$ cat src/common/sbp_pkg.sv
// Shared constants for the parallel slave byte port
package sbp_pkg;
    // Data width of the byte port
    localparam int unsigned DATA_W = 8;
    // Strobe pin positions on the strobe port
    localparam int unsigned RD_PIN = 0;
    localparam int unsigned WR_PIN = 1;
    localparam int unsigned CS_PIN = 2;
    // Direction register field positions and reset value
    localparam int unsigned DIR_MODE_BIT = 4;
    localparam logic [7:0]  DIR_RESET    = 8'h07;
    // Converter pin config range for digital strobes
    localparam logic [3:0]  CFG_DIGITAL_LO = 4'ha;
    localparam logic [3:0]  CFG_DIGITAL_HI = 4'hf;
    // Priority bit reset value
    localparam logic        PRIO_RESET = 1'b1;
    // Synchroniser stages
    localparam int unsigned SYNC_STAGES = 2;
    // Transfer states
    typedef enum logic [1:0] {SBP_IDLE, SBP_WRITE, SBP_READ} sbp_state_t;
endpackage

$ cat src/rtl/sbp_top.sv
// Parallel slave byte port: external processor access to the port D latch
`timescale 1ns/100ps
module sbp_top #(
    parameter int unsigned DATA_W = sbp_pkg::DATA_W
) (
    // Clock and reset
    input  wire logic              core_clk,
    input  wire logic              rst_n,
    // Strobe port pins: read, write and select
    input  wire logic [2:0]        strobe_port_pins,
    // Byte port pins
    input  wire logic [DATA_W-1:0] byte_port_pins_in,
    output logic [DATA_W-1:0]      byte_port_pins_out,
    output logic [DATA_W-1:0]      byte_port_pins_oe,
    // Software mode and conditions
    input  wire logic              slave_port_mode_bit,
    input  wire logic              pwm_multi_output,
    input  wire logic [3:0]        converter_pin_config,
    // Software access to port D latch
    input  wire logic              latch_wr,
    input  wire logic [DATA_W-1:0] latch_wdata,
    output logic [DATA_W-1:0]      latch_rdata,
    // Software flag clears
    input  wire logic              irq_flag_clr,
    input  wire logic              input_full_clr,
    // Priority control
    input  wire logic              prio_wr,
    input  wire logic              prio_wdata,
    input  wire logic              irq_priority_enable,
    // Status
    output logic [3:0]             strobe_port_direction_hi,
    output logic                   slave_port_irq_flag,
    output logic                   input_full_flag,
    output logic                   output_full_flag,
    output logic                   slave_port_irq_priority,
    output logic                   irq_high,
    output logic                   irq_low,
    output logic                   port_active
);
    // Elaboration check: only an eight-bit port is served
    if (DATA_W != 8) begin : g_width_check
        $error("sbp_top serves an eight-bit port only");
    end

    // Reset release through two flip-flops
    logic rst_s1_reg;
    logic rst_sync_n;
    always_ff @(posedge core_clk or negedge rst_n) begin
        if (!rst_n) begin
            rst_s1_reg <= 1'b0;
            rst_sync_n <= 1'b0;
        end else begin
            rst_s1_reg <= 1'b1;
            rst_sync_n <= rst_s1_reg;
        end
    end

    logic rd_s;
    logic wr_s;
    logic cs_s;
    sbp_sync #(.STAGES(sbp_pkg::SYNC_STAGES), .INIT(1'b1)) u_sync_rd (
        .core_clk (core_clk),
        .rst_n    (rst_sync_n),
        .async_in (strobe_port_pins[sbp_pkg::RD_PIN]),
        .sync_out (rd_s)
    );
    sbp_sync #(.STAGES(sbp_pkg::SYNC_STAGES), .INIT(1'b1)) u_sync_wr (
        .core_clk (core_clk),
        .rst_n    (rst_sync_n),
        .async_in (strobe_port_pins[sbp_pkg::WR_PIN]),
        .sync_out (wr_s)
    );
    sbp_sync #(.STAGES(sbp_pkg::SYNC_STAGES), .INIT(1'b1)) u_sync_cs (
        .core_clk (core_clk),
        .rst_n    (rst_sync_n),
        .async_in (strobe_port_pins[sbp_pkg::CS_PIN]),
        .sync_out (cs_s)
    );

    // enable decode; strobe roles; strobe-timed access
    wire active_w = slave_port_mode_bit & ~pwm_multi_output;
    wire wr_low_w = active_w & ~cs_s & ~wr_s;
    wire rd_low_w = active_w & ~cs_s & ~rd_s;

    sbp_pkg::sbp_state_t state_reg;
    sbp_pkg::sbp_state_t state_next;
    logic [DATA_W-1:0]   latch_reg;
    logic                ibf_reg;
    logic                obf_reg;
    logic                irqf_reg;
    logic                prio_reg;

    // Transfer sequencing
    wire write_end_w = (state_reg == sbp_pkg::SBP_WRITE) & ~wr_low_w;
    wire read_end_w  = (state_reg == sbp_pkg::SBP_READ) & ~rd_low_w;
    wire read_start_w = (state_reg == sbp_pkg::SBP_IDLE) & rd_low_w & ~wr_low_w;

    // Next state; write wins when both strobes start together
    always_comb begin
        state_next = state_reg;
        unique case (state_reg)
            sbp_pkg::SBP_IDLE: begin
                if (wr_low_w)      state_next = sbp_pkg::SBP_WRITE;
                else if (rd_low_w) state_next = sbp_pkg::SBP_READ;
            end
            sbp_pkg::SBP_WRITE: if (!wr_low_w) state_next = sbp_pkg::SBP_IDLE;
            sbp_pkg::SBP_READ:  if (!rd_low_w) state_next = sbp_pkg::SBP_IDLE;
            default:            state_next = sbp_pkg::SBP_IDLE;
        endcase
    end

    // Flag next values, set wins over clear except for output-full, where the read clear wins
    wire in_read_w = (state_reg == sbp_pkg::SBP_READ) | read_start_w;
    // write end sets both flags; read end sets irq flag
    wire irqf_next = write_end_w | read_end_w | (irqf_reg & ~irq_flag_clr);
    wire ibf_next  = write_end_w | (ibf_reg & ~input_full_clr);
    // read clears; software write during read leaves it clear
    wire obf_next  = in_read_w ? 1'b0 : (latch_wr | obf_reg);

    wire prio_next = prio_wr ? prio_wdata : prio_reg;

    always_ff @(posedge core_clk or negedge rst_sync_n) begin
        if (!rst_sync_n) begin
            state_reg <= sbp_pkg::SBP_IDLE;
            ibf_reg   <= 1'b0;
            obf_reg   <= 1'b0;
            irqf_reg  <= 1'b0;
            prio_reg  <= sbp_pkg::PRIO_RESET;
        end else begin
            state_reg <= state_next;
            ibf_reg   <= ibf_next;
            obf_reg   <= obf_next;
            irqf_reg  <= irqf_next;
            prio_reg  <= prio_next;
        end
    end

    // capture pins on write end; software write otherwise; one byte
    wire [DATA_W-1:0] latch_next = write_end_w ? byte_port_pins_in :
                                   latch_wr    ? latch_wdata : latch_reg;
    always_ff @(posedge core_clk or negedge rst_sync_n) begin
        if (!rst_sync_n) latch_reg <= '0;
        else             latch_reg <= latch_next;
    end

    // drive while reading; new data shows at once; release at end
    wire drive_next = (state_next == sbp_pkg::SBP_READ);
    wire irq_hi_next = irqf_next & (~irq_priority_enable | prio_next);
    wire irq_lo_next = irqf_next & irq_priority_enable & ~prio_next;
    // upper nibble of direction: ibf, obf, overflow slot, mode
    wire [3:0] dir_hi_next = {ibf_next, obf_next, 1'b0, slave_port_mode_bit};

    // Registered outputs
    always_ff @(posedge core_clk or negedge rst_sync_n) begin
        if (!rst_sync_n) begin
            byte_port_pins_out       <= '0;
            byte_port_pins_oe        <= '0;
            latch_rdata              <= '0;
            strobe_port_direction_hi <= sbp_pkg::DIR_RESET[7:4];
            slave_port_irq_flag      <= 1'b0;
            input_full_flag          <= 1'b0;
            output_full_flag         <= 1'b0;
            slave_port_irq_priority  <= sbp_pkg::PRIO_RESET;
            irq_high                 <= 1'b0;
            irq_low                  <= 1'b0;
            port_active              <= 1'b0;
        end else begin
            byte_port_pins_out       <= latch_next;
            byte_port_pins_oe        <= {DATA_W{drive_next}};
            latch_rdata              <= latch_next;
            strobe_port_direction_hi <= dir_hi_next;
            slave_port_irq_flag      <= irqf_next;
            input_full_flag          <= ibf_next;
            output_full_flag         <= obf_next;
            slave_port_irq_priority  <= prio_next;
            irq_high                 <= irq_hi_next;
            irq_low                  <= irq_lo_next;
            port_active              <= active_w;
        end
    end

    // Assertions
    // write end sets flags next cycle
    a_write_end_flags: assert property (@(posedge core_clk) disable iff (!rst_sync_n)
        write_end_w |=> (input_full_flag && slave_port_irq_flag))
        else $error("write end did not set flags");

    // read end releases pins and sets irq flag
    a_read_end_rel: assert property (@(posedge core_clk) disable iff (!rst_sync_n)
        read_end_w |=> (byte_port_pins_oe == '0 && slave_port_irq_flag))
        else $error("read end did not release pins");

    a_read_clr_obf: assert property (@(posedge core_clk) disable iff (!rst_sync_n)
        (state_reg == sbp_pkg::SBP_READ) |=> !output_full_flag)
        else $error("output-full set during read");

    a_read_drives: assert property (@(posedge core_clk) disable iff (!rst_sync_n)
        (state_reg == sbp_pkg::SBP_READ) |-> byte_port_pins_oe == '1)
        else $error("pins not driven during read");

    // no selected read strobe, no drive
    a_no_read_quiet: assert property (@(posedge core_clk) disable iff (!rst_sync_n)
        !rd_low_w |=> byte_port_pins_oe == '0)
        else $error("pins driven without read strobe");

    // software write during read seen on pins
    a_read_wr_pass: assert property (@(posedge core_clk) disable iff (!rst_sync_n)
        (state_reg == sbp_pkg::SBP_READ && rd_low_w && latch_wr && !write_end_w)
        |=> byte_port_pins_out == $past(latch_wdata))
        else $error("software data not presented");

    // software write outside a read sets output-full
    a_obf_set: assert property (@(posedge core_clk) disable iff (!rst_sync_n)
        (latch_wr && !in_read_w) |=> output_full_flag)
        else $error("output-full not set by software write");

    a_write_capture: assert property (@(posedge core_clk) disable iff (!rst_sync_n)
        write_end_w |=> latch_rdata == $past(byte_port_pins_in))
        else $error("write data not captured");

    // latch byte holds without a write
    a_latch_hold: assert property (@(posedge core_clk) disable iff (!rst_sync_n)
        (!write_end_w && !latch_wr) |=> latch_rdata == $past(latch_rdata))
        else $error("latch changed without a write");

    // input-full clear works when no write ends
    a_ibf_clear: assert property (@(posedge core_clk) disable iff (!rst_sync_n)
        (input_full_clr && !write_end_w) |=> !input_full_flag)
        else $error("input-full not cleared");

    a_inactive_quiet: assert property (@(posedge core_clk) disable iff (!rst_sync_n)
        !active_w[*2] |-> byte_port_pins_oe == '0)
        else $error("pins driven while inactive");

    a_active_copy: assert property (@(posedge core_clk) disable iff (!rst_sync_n)
        active_w |=> port_active)
        else $error("active status missing");

    a_dir_nibble: assert property (@(posedge core_clk) disable iff (!rst_sync_n)
        strobe_port_direction_hi[3:1] == {input_full_flag, output_full_flag, 1'b0})
        else $error("direction nibble out of step");

    a_prio_low: assert property (@(posedge core_clk) disable iff (!rst_sync_n)
        (irq_low |-> (irq_priority_enable || $past(irq_priority_enable)) && !irq_high))
        else $error("low irq without priority");

    a_prio_hold: assert property (@(posedge core_clk) disable iff (!rst_sync_n)
        !$past(prio_wr) |-> slave_port_irq_priority == $past(slave_port_irq_priority))
        else $error("priority changed without a write");

    a_prio_gate: assert property (@(posedge core_clk) disable iff (!rst_sync_n)
        $past(!irq_priority_enable) && slave_port_irq_flag |-> irq_high)
        else $error("priority used while disabled");

    // strobe reaches state after sync delay
    a_sync_delay: assert property (@(posedge core_clk) disable iff (!rst_sync_n)
        (state_reg == sbp_pkg::SBP_IDLE && active_w && !strobe_port_pins[sbp_pkg::CS_PIN]
         && !strobe_port_pins[sbp_pkg::WR_PIN])[*3] |=> state_reg == sbp_pkg::SBP_WRITE)
        else $error("write not seen after sync");

    // Main transfer scenarios
    c_write: cover property (@(posedge core_clk) disable iff (!rst_sync_n) write_end_w);
    c_read: cover property (@(posedge core_clk) disable iff (!rst_sync_n) read_end_w);
    c_read_wr: cover property (@(posedge core_clk) disable iff (!rst_sync_n)
        (state_reg == sbp_pkg::SBP_READ) && latch_wr);
    // Low-priority routing and a strobe seen while inactive
    c_prio_low: cover property (@(posedge core_clk) disable iff (!rst_sync_n) irq_low);
    c_inactive: cover property (@(posedge core_clk) disable iff (!rst_sync_n)
        !active_w && !strobe_port_pins[sbp_pkg::CS_PIN] && !strobe_port_pins[sbp_pkg::WR_PIN]);
endmodule

$ cat src/rtl/sbp_sync.sv
// Multi-stage level synchroniser for one strobe input
`timescale 1ns/100ps
module sbp_sync #(
    parameter int unsigned STAGES = 2,
    parameter logic        INIT   = 1'b1
) (
    // Clock and reset
    input  wire logic core_clk,
    input  wire logic rst_n,
    // Level in and out
    input  wire logic async_in,
    output logic      sync_out
);
    logic [STAGES-1:0] chain_reg;

    // Elaboration check: a single stage cannot synchronise
    if (STAGES < 2) begin : g_stage_check
        $error("sbp_sync needs at least two stages");
    end

    // Shift chain; only the last stage is used
    always_ff @(posedge core_clk or negedge rst_n) begin
        if (!rst_n) chain_reg <= {STAGES{INIT}};
        else        chain_reg <= {chain_reg[STAGES-2:0], async_in};
    end

    assign sync_out = chain_reg[STAGES-1];
endmodule

$ cat config.mk
export PLATFORM = sky130hd
export DESIGN_NAME = sbp_top
export DESIGN_NICKNAME = d
export VERILOG_FILES = /design/src/common/sbp_pkg.sv /design/src/rtl/sbp_top.sv /design/src/rtl/sbp_sync.sv
export SDC_FILE = /design/constraint.sdc
export NUM_CORES = 1
export LEC_CHECK = 0
export ABC_AREA = 1
export ABC_CLOCK_PERIOD_IN_PS = 800
export BUFFER_PORTS_ARGS = -buffer_cell sky130_fd_sc_hd__buf_2
export CAP_MARGIN = 0
export CELL_PAD_IN_SITES_DETAIL_PLACEMENT = 1
export CELL_PAD_IN_SITES_GLOBAL_PLACEMENT = 1
export CORE_MARGIN = 1.5
export CORE_UTILIZATION = 28
export CTS_CLUSTER_DIAMETER = 200
export DETAILED_ROUTE_END_ITERATION = 8
export PLACE_DENSITY_LB_ADDON = 0.1
export SYNTH_ARGS = -nofsm -noshare
export SYNTH_HDL_FRONTEND = slang
export SYNTH_SLANG_ARGS = --single-unit
$ cat constraint.sdc
create_clock -name core_clk -period 0.8 [get_ports core_clk]
set_input_delay 0.16 -clock core_clk [delete_from_list [all_inputs] [get_ports core_clk]]
set_output_delay 0.16 -clock core_clk [all_outputs]
set_load 0.1 [all_outputs]
==> results.md <==
- For this run, the number of Yosys warnings is 0.
- Walking the worst path, the cells encountered are buf_12.
- Once layout is complete, the cells apart from fillers number 260.
- The final critical-path required period is 1.26 ns.
- The first-pass iteration count of the detailed router is 4.
- After Yosys synthesis, XOR and XNOR cells account for 0% of the synthesized area.
- The register with the most flip-flops in the layout has 8 of them.
- The first global-routing pass estimated 5870 µm of wire.
- The share of synthesized cell area in and, or, nand and nor gates is 29.0%.
- Averaged over all synthesized cells, the footprint is 9.62 µm².
- Buffers placed on the I/O ports in this run total 62.
- The largest registers in the layout are latch_rdata: 8 flops, strobe_port_direction_hi: 3 flops.
- The total count of max-transition violations in the final report was 0.
- The net count after synthesis is 166.
- OpenSTA, run right after detailed placement, puts the worst setup slack at -0.373 ns.
- The number of buffers between clock root and the deepest sink is 2.
- STA classifies the critical path endpoint as an output port.
- The number of buffer and inverter instances along the worst setup path is 1.
- During I/O placement, the number of pins put on the boundary was 68.
- latch_rdata holds more flip-flops than any other register.
- For this run, design rule violations remaining after detail routing come to 0.
- Of all cell types, the one taking the most synthesized area is sky130_fd_sc_hd__dfrtp_1.
- Detailed placement finished with a half-perimeter wire length of 2550 µm.
- After clock tree synthesis, the clock-pin slew on the worst setup and hold paths is 0.10 ns.
- The number of rows in the core area is 24.
- The routed layout has 1,156 vias.
- The critical path is of the reg -> out type.
- The type of origin of the critical path is a flip-flop.
- The average vias per placed instance is 4.45.
- The cell count after placement is 232.
- The met1 global-route usage is 15.1%.
- Entering global routing, the biggest net connects 26 pins.
- The final wirelength is 3770 µm.
- The initial antenna violation count came to 0.
- The min-delay analysis places its worst path in the category in -> reg.
- Buffers inserted during clock tree synthesis total 3.
- Summing the areas of all fa, ha and maj instances in the mapped netlist gives 0% of the synthesized area.
- The final-report hold violation count is 0.
- The library cell with the highest instance count after synthesis is sky130_fd_sc_hd__nand2_1.
- The final reports fail on negative setup slack.
- The number of synthesized flops with an enable pin is 0.
- In this run the power density over the cells is 1770 nW/µm².
- The area of the core is 4380 µm².
- The run finished, with violations left.
- Setup repair after global routing could not meet its margin everywhere.
- The required arrival time at the worst endpoint is 0.64 ns.
- The share of post-route cells with drive strength above 1 is 71.6%.
- Sorting the synthesized cells by how often they occur yields sky130_fd_sc_hd__nand2_1 (38), sky130_fd_sc_hd__dfrtp_1 (20), sky130_fd_sc_hd__buf_4 (19).
- The fraction of synthesis flops using an asynchronous set or reset pin is 100%.
- The share of Yosys cell area claimed by the top area cell type is 39.1%.
- On the final layout, the worst clock skew is 0.0113 ns.
- The antenna diode instance count is 0.
- The area of the die is 4990 µm².
- For this run, the slowest stage of the critical path takes 0.65 ns.
- The slowest stage of the critical path belongs to the cell sky130_fd_sc_hd__dfstp_4.
- The synthesized design contains 27 register bits.
- For this run, the leading register cell type out of synthesis is sky130_fd_sc_hd__dfrtp_1.
- The count of nets left with antenna violations once routing finished came out at 0.
- The TritonCTS sink count is 27.
- After technology mapping, the gate count stands at 133.
- Sorting the synthesized cells by area gives the leading types as sky130_fd_sc_hd__dfrtp_1 (39%), sky130_fd_sc_hd__dfstp_2 (14%), sky130_fd_sc_hd__buf_4 (11%).
- The post-synthesis instance area is 1280 µm².
- For this run, the register share of the synthesized area comes to 53.5%.
- The source-to-sink clock delay at the later pin of the worst-skew pair is 0.28 ns.
- The number of global-route vias before repair is 1,219.
- The detailed router finished its first iteration with 11 violations.
- The total global routing overflow is 0.
- The global routing stage identified its most utilized layer as met2.
- The largest vdd supply drop is 1.02 mV.
- The post-layout worst setup margin is -0.458 ns.
- The fill cell total of the finished layout is 465.
- After detailed routing, the average wire length per cell comes to 14.5 µm.
- Of the available clock period, the critical path in the final layout requires 157%.
- For this configuration, the core starts out at a cell density of 29.2%.
- In this run the number of H-tree levels came out at 1.
- The register cell area after layout is 749 µm².
- The area growth from synthesis to layout is 102%.
- The TritonCTS clock tree is yes.
- The synthesized netlist devotes 0.391% of its cell area to compound gates.
- The total power draw is 4580 µW.
- The final-layout setup total negative slack is -17.43 ns.
- The buffer type at the clock tree root is sky130_fd_sc_hd__clkbuf_8.
- The area used by multi-input combinational logic is 558 µm².
- After synthesis, the netlist uses 19 different library cells.
- Setup violations remaining at the end of the flow were counted as 51.
- The global router's overall resource usage is 15.4%.
- Measured along the y axis, the die boundary spans 70.6 µm.
- Data arrives at the worst endpoint at 1.10 ns.
- The width of the chip is 70.6 µm.
- At the end of routability-driven placement, the weighted congestion stood at 0.722.
- The timing-limited maximum frequency is 795 MHz.
- For this design the static power due to leakage is 0.00121 µW.
- The multiplexer fraction of the synthesized cell area is 0%.
- The maximum fanout count along the critical path is 2.
- On the critical path the largest part of the delay comes from flip-flops.
- The routing usage on met2 is 30.9%.
- After the last flow step, the layout net total stands at 242.
- The main combinational cell family by area after synthesis is simple AND/OR/NAND/NOR gates.
- The number of max-capacitance violations reported is 0.
- In the global route stage, met3 resource usage came out at 3.13%.
-- cell usage in the layout, fill, tap and decap left out, types with 3 or more instances in the layout --
cell / n
sky130_fd_sc_hd__nand3_2: 10
sky130_fd_sc_hd__nand2_8: 4
sky130_fd_sc_hd__nand3b_1: 8
sky130_fd_sc_hd__dfrtp_4: 16
sky130_fd_sc_hd__nor2_2: 3
sky130_fd_sc_hd__buf_12: 41
sky130_fd_sc_hd__nand2_1: 29
sky130_fd_sc_hd__inv_2: 4
sky130_fd_sc_hd__nand2_2: 8
sky130_fd_sc_hd__buf_4: 12
sky130_fd_sc_hd__buf_6: 3
sky130_fd_sc_hd__dfstp_2: 6
sky130_fd_sc_hd__clkbuf_8: 3
sky130_fd_sc_hd__inv_1: 9
sky130_fd_sc_hd__buf_2: 28
sky130_fd_sc_hd__dfrtp_1: 3
sky130_fd_sc_hd__dlygate4sd3_1: 4
-- kinds of logic (layout without fill, tap and decap cells) --
kind of cell | Yosys count | count (layout)
AND/OR/NAND/NOR | 70 | 73
buffers and inverters | 33 | 105
flip-flops | 27 | 27
other | 2 | 2
AO/OA/AOI/OAI | 1 | 1
-- power breakdown --
group	internal, µW	switching, µW	leakage, µW
logic	788	1340	0.000884
clock network	358	432	0.0000228
registers	1520	141	0.000302
-- routing by layer --
layer / part of all wire (%) / up-vias
met5: 0 / -
met4: 2.1 / 0
met3: 4.4 / 7
met2: 59 / 33
met1: 35 / 571
li1: - / 545
-- what timing repair did --
item | in CTS | in global routing
endpoints found under the setup margin | 51 | 51
hold buffers | 4 | 0
cloned | 2 | 1
setup buffers | 13 | 4
hold endpoints to repair | 5 | 0
gates resized for setup | 14 | 10
pin swaps | 22 | 9
-- path summary, 6_finish.rpt --
| path | from | slack, ns | endpoint | depth (start not counted) |
|---|---|---|---|---|
| min in group asynchronous | rst_sync_n | 0.21 | latch_rdata[2] | 1 |
| max | slave_port_irq_priority | -0.46 | slave_port_irq_priority | 1 |
| max in group asynchronous | rst_sync_n | 0.35 | u_sync_rd.chain_reg[1] | 1 |
| min reg2reg | rst_sync_n | 0.21 | latch_rdata[2] | 1 |
| max reg2reg | u_sync_wr.chain_reg[1] | -0.40 | latch_rdata[6] | 7 |
| min | slave_port_mode_bit | 0.01 | strobe_port_direction_hi[0] | 1 |
-- stage by stage --
stage	utilization, %	cell area (µm²)	hold slack, ns
after floorplan	-	1530	-0.136
after global placement	50.2	2200	-0.0551
after detailed placement	50.2	2200	-0.0511
after CTS	56.9	2490	0.00593
after global routing	59.1	2590	0.00435
final	59.1	2590	0.0142
-- area by class of cell --
class / count / area share [%]
Tap cell: 52 / 2.51
Timing Repair Buffer: 88 / 43.4
Inverter: 13 / 1.88
Clock buffer: 4 / 1.74
Sequential cell: 27 / 28.9
Multi-Input combinational cell: 76 / 21.5
(Power assumes the default switching activity.)
